**src/include/iwdt_pkg.sv**
```systemverilog
package iwdt_pkg;
   localparam logic [11:0] DISABLE_PORT_ADDR = 12'h0043;
   localparam logic [11:0] PERIOD_PORT_ADDR = 12'h0443;
   localparam logic [11:0] DISABLE_ALIAS_ADDR = 12'h0843;
   localparam logic [7:0] PERIOD_RESET = 8'h00;
   localparam logic [7:0] READ_DATA_IDLE = 8'h00;
   localparam int CLK_HZ = 32'h02FA_F080;
   localparam int TICK_SEC = 1;
   localparam int TICK_CYCLES = CLK_HZ * TICK_SEC;
   localparam logic [25:0] TICK_RESET = 26'h000_0000;
   localparam logic [7:0] COUNT_RESET = 8'h00;

   typedef struct packed {
      logic [11:0] addr;
      logic [7:0] wdata;
      logic wr;
      logic rd;
   } iwdt_io_s;

   typedef enum logic [1:0] {
      IWDT_IDLE = 2'b01,
      IWDT_RUN = 2'b10
   } iwdt_state_e;
endpackage : iwdt_pkg

```
**src/iwdt_core.sv**
```systemverilog
`timescale 1ns/1ps
// How it works
// - a write to the period port loads the period and starts nothing.
// - a read of the period port starts an idle countdown or refreshes it.
// - a read of either disable port stops the countdown with no reset.
// - the period counts whole seconds, one per count, 1 to 255; a period of 0 also gives 1 second.
// - expiry of a running countdown raises the board reset request.
module iwdt_core #(
   parameter int TICK_CYCLES = iwdt_pkg::TICK_CYCLES
) (
   input wire logic ref_clk_i,
   input wire logic rst_i,
   input wire iwdt_pkg::iwdt_io_s io_i,
   output logic [7:0] rdata_o,
   output logic running_o,
   output logic reset_req_o
);
   iwdt_pkg::iwdt_state_e state_reg;
   logic [7:0] period_reg;
   logic [7:0] count_reg;
   logic [25:0] tick_reg;
   logic tick;
   logic kick;
   logic stop;
   logic expire;
   logic req_reg;

   function automatic logic is_disable(input logic [11:0] a);
      is_disable = (a == iwdt_pkg::DISABLE_PORT_ADDR) ||
                   (a == iwdt_pkg::DISABLE_ALIAS_ADDR);
   endfunction : is_disable

   function automatic logic is_period(input logic [11:0] a);
      is_period = (a == iwdt_pkg::PERIOD_PORT_ADDR);
   endfunction : is_period

   assign kick = io_i.rd && is_period(io_i.addr);
   assign stop = io_i.rd && is_disable(io_i.addr);
   assign tick = (tick_reg == 26'(TICK_CYCLES - 1));
   assign expire = (state_reg == iwdt_pkg::IWDT_RUN) && tick &&
                   (count_reg <= 8'h01) && !kick && !stop;

   // period byte; writes never touch the countdown
   always_ff @(posedge ref_clk_i or posedge rst_i) begin
      if (rst_i) begin
         period_reg <= iwdt_pkg::PERIOD_RESET;
      end else if (io_i.wr && is_period(io_i.addr)) begin
         period_reg <= io_i.wdata;
      end
   end

   // one-second prescaler; a kick restarts it so a refresh gives full seconds
   always_ff @(posedge ref_clk_i or posedge rst_i) begin
      if (rst_i) begin
         tick_reg <= iwdt_pkg::TICK_RESET;
      end else if (kick || tick) begin
         tick_reg <= iwdt_pkg::TICK_RESET;
      end else begin
         tick_reg <= tick_reg + 26'h000_0001;
      end
   end

   always_ff @(posedge ref_clk_i or posedge rst_i) begin
      if (rst_i) begin
         state_reg <= iwdt_pkg::IWDT_IDLE;
         count_reg <= iwdt_pkg::COUNT_RESET;
      end else begin
         case (state_reg)
            iwdt_pkg::IWDT_IDLE: begin
               if (kick && !stop) begin
                  state_reg <= iwdt_pkg::IWDT_RUN;
                  count_reg <= period_reg;
               end
            end
            iwdt_pkg::IWDT_RUN: begin
               if (stop) begin
                  state_reg <= iwdt_pkg::IWDT_IDLE;
               end else if (kick) begin
                  count_reg <= period_reg;
               end else if (expire) begin
                  state_reg <= iwdt_pkg::IWDT_IDLE;
               end else if (tick) begin
                  count_reg <= count_reg - 8'h01;
               end
            end
            default: begin
               state_reg <= iwdt_pkg::IWDT_IDLE;
            end
         endcase
      end
   end

   // one-cycle reset request pulse, registered
   always_ff @(posedge ref_clk_i or posedge rst_i) begin
      if (rst_i) begin
         req_reg <= 1'b0;
      end else begin
         req_reg <= expire;
      end
   end

   always_ff @(posedge ref_clk_i or posedge rst_i) begin
      if (rst_i) begin
         rdata_o <= iwdt_pkg::READ_DATA_IDLE;
      end else if (kick) begin
         rdata_o <= period_reg;
      end else begin
         rdata_o <= iwdt_pkg::READ_DATA_IDLE;
      end
   end

   assign running_o = (state_reg == iwdt_pkg::IWDT_RUN);
   assign reset_req_o = req_reg;
endmodule : iwdt_core

```
**config.mk**
```make
export PLATFORM = sky130hd
export DESIGN_NAME = iwdt_core
export DESIGN_NICKNAME = d
export VERILOG_FILES = /design/src/include/iwdt_pkg.sv /design/src/iwdt_core.sv
export SDC_FILE = /design/constraint.sdc
export NUM_CORES = 1
export LEC_CHECK = 0
export BUFFER_PORTS_ARGS = -buffer_cell sky130_fd_sc_hd__buf_2
export CAP_MARGIN = 20
export CORE_ASPECT_RATIO = 0.5
export CORE_MARGIN = 2
export CORE_UTILIZATION = 57
export CTS_CLUSTER_DIAMETER = 80
export DETAILED_ROUTE_END_ITERATION = 12
export PLACE_DENSITY = 0.76
export SYNTH_ARGS = -nofsm -noshare
export SYNTH_HDL_FRONTEND = slang
export SYNTH_SLANG_ARGS = --single-unit
```
**constraint.sdc**
```tcl
create_clock -name ref_clk_i -period 2.6 [get_ports ref_clk_i]
set_input_delay 0.39 -clock ref_clk_i [delete_from_list [all_inputs] [get_ports ref_clk_i]]
set_output_delay 0.39 -clock ref_clk_i [all_outputs]
set_load 0.02 [all_outputs]
```
==> results.json, run 1 <==
{
  "synth_top_area_share_pct": 48.0,
  "power_density_nw_per_um2": 517,
  "synthArstFlopShare_pct": 100,
  "synthesis.nets": 301,
  "starting_utilization_of_the_core_area_pct": 60.4,
  "pin_count_of_the_biggest_net_entering_global_routing": 54,
  "std_cell_rows": 17,
  "number_of_antenna_repair_diodes": 0,
  "nFillCells": 341,
  "seqPwrFrac_pct": 59.6,
  "fp.dieArea_um2": 5360,
  "grt_remaining_overflow": 0,
  "clock-root-buffer": "sky130_fd_sc_hd__clkbuf_8",
  "timing.critical_path.to": "count_reg[2]",
  "clk_path_buf_depth": 2,
  "cts.htree.levels": 2,
  "area.growth.synth_to_final_pct": 15.2,
  "r2r_cells": 6,
  "p_comb_share_pct": 11.8,
  "fp.dieH_um": 52.8,
  "cts_tree": "built",
  "floorplan.io_pins": 34,
  "drt_iter0_drc": 78,
  "io_buffer_count": 33,
  "cts_repair_resize_count": 0,
  "synth.yosys.warnings": 0,
  "cts_post_setup_buffers_inserted": 0,
  "top_fanout_value_on_the_critical_path": 7,
  "top_count_cell_post_synth": "sky130_fd_sc_hd__dfrtp_1",
  "post-route-drc-count": 0,
  "seq_total_area_yosys_pct": 49.0,
  "clock_sinks": 53,
  "cts.hold.buffers_added": 0,
  "largest_register_ffs": 26,
  "fin_crit_ns": 2.31,
  "avgViaCountPerCell": 5.81,
  "worst_ep_required_time_ns": 2.78,
  "p_sw_mw": 0.447,
  "detail-route-antenna-nets": 0,
  "layout_worst_path_cycle_share_pct": 88.7,
  "worst_setup_path_end_kind": "flip-flop",
  "pnr_total_power_mw": 1.62,
  "share_clk_of_total_power_pct": 28.6,
  "intPower_mw": 1.17,
  "yosys.cell_types.count": 44,
  "setup-violations-final": 0,
  "maxSlewHeadroom_pct": 60.1,
  "drv_cap": 0,
  "path_category_of_the_worst_min_delay_check": "in -> async",
  "antenna_violations_before_repair": 0,
  "wl_um": 5910,
  "drive_above_1_share_pct": 22.9,
  "die_width_um": 102,
  "grt_pass1_vias": 2195,
  "synth_enable_flop_cells": 0,
  "postSynthRegisterBits": 53,
  "post-route-worst-setup-slack_ns": 0.294,
  "post-synth-top-area-cell": "sky130_fd_sc_hd__dfrtp_1",
  "commonest_cells_post_synth": "52 x sky130_fd_sc_hd__dfrtp_1, 37 x sky130_fd_sc_hd__nor2_1, 19 x sky130_fd_sc_hd__inv_1, 19 x sky130_fd_sc_hd__xnor2_1",
  "slew_viol_final": 0,
  "nets": 347,
  "global_route_usage_over_all_layers_pct": 24.7,
  "cellLeakagePower_nw": 1.42,
  "synth_ff_type": "sky130_fd_sc_hd__dfrtp_1",
  "power.share.switching_pct": 27.7,
  "vdd_ir_drop_max_v": 0.000303,
  "wl_per_cell_um": 15.4,
  "grt_setup_unrepaired": "false",
  "globalplace.congestion": 0.881,
  "cts_inserted_buffers": 5,
  "clock_latency_ns": 0.31,
  "ys_top_cells_by_area": "sky130_fd_sc_hd__dfrtp_1 48%, sky130_fd_sc_hd__xnor2_1 6.1%, sky130_fd_sc_hd__nor2_1 5.1%",
  "cp-start-kind": "input port",
  "route.vias.total": 2238,
  "criticalPathCategory": "in -> reg",
  "core_region_area_um2": 4490,
  "max_freq_ghz": 0.434,
  "dp_hpwl_um": 4240,
  "grt_pass1_wl_um": 10100,
  "cts.reportedPaths.clkPinSlew_ns": 0.10,
  "synth_cells": 272,
  "reg2reg_slack_ns": 0.31,
  "startpoint_of_the_lowest_slack_register_to_register_path": "tick_reg[10]",
  "worst_ep_arrival_time_ns": 2.49,
  "outcome": "completed",
  "worst_setup_path_startpoint": "io_i[13]",
  "hold_viol_final": 0,
  "syn_area_um2": 2710,
  "worst_clock_skew_ns": 0.00787,
  "preCtsSetupSlack_ns": -0.0112,
  "worst_r2r_endpoint": "count_reg[2]",
  "total_iterations_of_the_first_detailed_routing_run": 4,
  "postSynthAreaPerCell_um2": 9.97,
  "worst_slew_pin_slew_ns": 0.590,
  "layout.core_utilization_pct": 69.6
}
-- how the worst min path moves through the flow --
stage	slack, ns	start	depth (start not counted)	end
finish	0.11	rst_i	3	period_reg[3]
global placement	0.45	rst_i	3	tick_reg[3]
floorplan	0.47	period_reg[0]	1	rdata_o[0]
global route	0.12	rst_i	3	period_reg[2]
detailed placement	0.47	rst_i	3	rdata_o[2]
CTS	0.12	rst_i	3	rdata_o[2]
-- power groups by stage --
stage | logic [mW] | registers, mW | clock network, mW
6_report | 0.190 | 0.963 | 0.463
5_1_grt | 0.216 | 0.971 | 0.505
4_1_cts | 0.190 | 0.963 | 0.472
2_1_floorplan | 0.139 | 0.958 | 0
3_5_place_dp | 0.189 | 0.978 | 0
3_3_place_gp | 0.177 | 0.970 | 0
-- layout by cell type, fill, tap and decap left out, types with 6 or more instances in the layout --
cell type                 instances
sky130_fd_sc_hd__inv_1           18
sky130_fd_sc_hd__buf_4           11
sky130_fd_sc_hd__buf_2           33
sky130_fd_sc_hd__nor2_1          37
sky130_fd_sc_hd__a21oi_1          8
sky130_fd_sc_hd__o32ai_1          6
sky130_fd_sc_hd__xnor2_1         19
sky130_fd_sc_hd__nand2_1         13
sky130_fd_sc_hd__nand3_1         16
sky130_fd_sc_hd__mux2_2           8
sky130_fd_sc_hd__nor3_1           9
sky130_fd_sc_hd__and2_1           8
sky130_fd_sc_hd__nor4_1          16
sky130_fd_sc_hd__and3_1           6
sky130_fd_sc_hd__dfrtp_1         52
sky130_fd_sc_hd__nand4_1         10
-- worst max-delay path, stage by stage --
cell                       delay [ns]
sky130_fd_sc_hd__buf_2           0.10
sky130_fd_sc_hd__or4_4           0.57
sky130_fd_sc_hd__or3_4           0.42
sky130_fd_sc_hd__a2111o_1        0.41
sky130_fd_sc_hd__buf_4           0.18
sky130_fd_sc_hd__nor4_1          0.29
sky130_fd_sc_hd__o32ai_1         0.13
-- layout make-up --
type                       instances  area, um^2  area share (%)
inverter                          19        71.3            2.28
clock buffer                       5        68.8            2.20
sequential                        53        1330            42.5
clock inverter                     3        17.5           0.561
multi-input combinational        194        1290            41.2
timing repair buffer              45         268            8.57
tap                               66        82.6            2.64
-- stage by stage --
stage / setup TNS, ns / instances / hold slack, ns / area [um^2]
CTS: 0 / 385 / 0.122 / 3120
global route: 0 / 385 / 0.123 / 3120
finish: 0 / 385 / 0.107 / 3120
floorplan: 0 / 272 / 0.470 / 2710
detailed placement: -0.0112 / 377 / 0.466 / 3040
global placement: 0 / 377 / 0.455 / 3040
-- routing by layer --
metal | share of wire [%] | track usage, % | vias to the layer above
li1 | - | - | 1069
met1 | 44 | 32.7 | 1089
met2 | 50 | 40.2 | 69
met3 | 4.5 | 6.53 | 11
met4 | 1.3 | 7.88 | 0
met5 | 0 | 0 | -
-- kinds of logic (layout without fill, tap and decap cells) --
kind of cell / Yosys count / count (layout) / synth area share (%)
simple gates: 132 / 132 / 26.4
compound gates: 25 / 25 / 7.20
flops: 53 / 53 / 49.0
xor+xnor: 23 / 23 / 7.43
fa+ha+maj: 5 / 5 / 2.31
buf+inv: 25 / 72 / 3.78
mux: 9 / 9 / 3.88
Power figures use the tool's default switching activity.
==> run 2, diff against run 1 <==
- REMOVE_ABC_BUFFERS: default -> 1
==> results.json, run 2 (synthesized netlist as in run 1, its figures left out) <==
{
  "p_comb_share_pct": 11.4,
  "mostFrequentLayoutCells": "52 x sky130_fd_sc_hd__dfrtp_1, 37 x sky130_fd_sc_hd__nor2_1, 33 x sky130_fd_sc_hd__buf_2, 19 x sky130_fd_sc_hd__xnor2_1, 18 x sky130_fd_sc_hd__inv_1",
  "worst_stage_delay_on_the_critical_path_ns": 0.55,
  "outcome": "completed",
  "floorplan.io_pins": 34,
  "cts.hold.buffers_added": 0,
  "starting_utilization_of_the_core_area_pct": 60.4,
  "clock_sinks": 53,
  "reg2reg_slack_ns": 0.27,
  "worst_slew_pin_slew_ns": 0.585,
  "grt_pass1_wl_um": 9670,
  "std_cell_rows": 17,
  "placed_cells_incl_taps": 378,
  "intPower_mw": 1.20,
  "slew_viol_final": 0,
  "io_buffer_count": 33,
  "fp.dieArea_um2": 5360,
  "worst_ep_required_time_ns": 2.79,
  "fin_crit_ns": 2.33,
  "globalplace.congestion": 0.876,
  "cell_area_placed_um2": 3030,
  "nFillCells": 342,
  "pin_count_of_the_biggest_net_entering_global_routing": 27,
  "cp-start-kind": "flip-flop",
  "crit_path_cell_trace": "inv_1 > ha_1 > nor2_1 > nor4b_1 > a2111o_1 > a21bo_1 > mux2_4",
  "hold_viol_final": 0,
  "startpoint_of_the_lowest_slack_register_to_register_path": "count_reg[0]",
  "setup-violations-final": 0,
  "fin_area_um2": 3130,
  "largest_register_ffs": 26,
  "area.growth.synth_to_final_pct": 15.6,
  "post_layout_nonfiller_instances": 386,
  "criticalPathCategory": "reg -> reg",
  "cts.reportedPaths.clkPinSlew_ns": 0.09,
  "post-route-drc-count": 0,
  "number_of_antenna_repair_diodes": 0,
  "global_route_usage_over_all_layers_pct": 24.0,
  "seqPwrFrac_pct": 58.3,
  "detail-route-antenna-nets": 0,
  "wl_um": 5830,
  "maxSlewHeadroom_pct": 60.5,
  "dp_hpwl_um": 4120,
  "grt_pass1_vias": 2191,
  "total_iterations_of_the_first_detailed_routing_run": 4,
  "r2r_cells": 7,
  "power_density_nw_per_um2": 525,
  "drt_iter0_drc": 87,
  "nets": 348,
  "drv_cap": 0,
  "route.vias.total": 2238,
  "top_fanout_value_on_the_critical_path": 5,
  "max_freq_ghz": 0.430,
  "power.share.switching_pct": 26.8,
  "core_region_area_um2": 4490,
  "worst_ep_arrival_time_ns": 2.52,
  "worst_setup_path_end_kind": "flip-flop",
  "worst_clock_skew_ns": 0.0117,
  "clock_latency_ns": 0.31,
  "cts_post_setup_buffers_inserted": 0,
  "die_width_um": 102,
  "vdd_ir_drop_max_v": 0.000314,
  "final_common_cell": "sky130_fd_sc_hd__dfrtp_1",
  "drive_above_1_share_pct": 23.1,
  "grt_remaining_overflow": 0,
  "p_sw_mw": 0.440,
  "path_category_of_the_worst_min_delay_check": "in -> async",
  "cellLeakagePower_nw": 1.43,
  "clock-root-buffer": "sky130_fd_sc_hd__clkbuf_8",
  "clk_path_buf_depth": 2,
  "cts.htree.levels": 2,
  "antenna_violations_before_repair": 0,
  "avgViaCountPerCell": 5.80,
  "layout_worst_path_cycle_share_pct": 89.5,
  "worst_path_max_delay_cell": "sky130_fd_sc_hd__nor4b_1",
  "wl_per_cell_um": 15.1,
  "share_clk_of_total_power_pct": 30.3,
  "cts_repair_resize_count": 0,
  "worst_r2r_endpoint": "count_reg[1]",
  "cts_tree": "built",
  "cts_inserted_buffers": 5,
  "grt_setup_unrepaired": "false",
  "fp.dieH_um": 52.8
}
## run 2: cell count changes in the layout (fill, tap and decap cells not counted)
cell                         before  now
sky130_fd_sc_hd__clkinvlp_4       1    0
sky130_fd_sc_hd__clkinv_2         2    0
sky130_fd_sc_hd__inv_6            0    1
sky130_fd_sc_hd__clkinv_4         0    1
sky130_fd_sc_hd__clkbuf_8         5    6
sky130_fd_sc_hd__buf_12           1    0
sky130_fd_sc_hd__buf_4           11   13
## run 2: layer usage
metal  vias up  GRT usage (%)  share of wire (%)
met2        77           39.6                 49
met3         6           5.60                4.9
li1       1068              -                  -
met4         0           9.01               0.84
met1      1087           31.1                 46
met5         -              0                  0
## run 2: worst max path at each step
| stage | start | end |
|---|---|---|
| after global placement | io_i[13] | count_reg[1] |
| after detailed placement | io_i[13] | count_reg[6] |
| final | count_reg[0] | count_reg[1] |
| after global routing | count_reg[0] | count_reg[1] |
| after CTS | count_reg[0] | count_reg[1] |
| after floorplan | io_i[19] | count_reg[1] |
## run 2: power groups by stage
| stage | Clock [mW] | Combinational [mW] | Sequential, mW |
|---|---|---|---|
| 4_1_cts | 0.513 | 0.189 | 0.956 |
| 6_report | 0.498 | 0.188 | 0.958 |
| 5_1_grt | 0.547 | 0.210 | 0.970 |
| 3_3_place_gp | 0 | 0.178 | 0.970 |
| 2_1_floorplan | 0 | 0.135 | 0.958 |
| 3_5_place_dp | 0 | 0.188 | 0.972 |
## run 2: final cells by class
| class | instances | area [um^2] | share of cell area [%] |
|---|---|---|---|
| Inverter | 19 | 71.3 | 2.28 |
| Clock buffer | 6 | 82.6 | 2.64 |
| Sequential cell | 53 | 1330 | 42.4 |
| Clock inverter | 2 | 17.5 | 0.559 |
| Tap cell | 66 | 82.6 | 2.64 |
| Timing Repair Buffer | 46 | 263 | 8.39 |
| Multi-Input combinational cell | 194 | 1290 | 41.1 |
## run 2: through the flow
step | setup WS [ns] | TNS (ns) | hold slack (ns) | util [%] | power [mW]
2_1_floorplan | -0.369 | -2.19 | 0.470 | - | 1.09
3_3_place_gp | 0.0975 | 0 | 0.450 | 67.6 | 1.15
3_5_place_dp | 0.0397 | 0 | 0.455 | 67.6 | 1.16
4_1_cts | 0.309 | 0 | 0.113 | 69.8 | 1.66
5_1_grt | 0.143 | 0 | 0.126 | 69.8 | 1.73
6_report | 0.273 | 0 | 0.106 | 69.8 | 1.64
## run 2: critical path: cells and delay by family, from the launching register on
kind / cells / cell delay [ns]
adder cells (fa/ha/maj): 1 / 0.24
buffers and inverters: 1 / 0.08
AO/OA/AOI/OAI: 2 / 0.50
AND/OR/NAND/NOR: 2 / 0.64
multiplexers: 1 / 0.31
flip-flops: 1 / 0.45
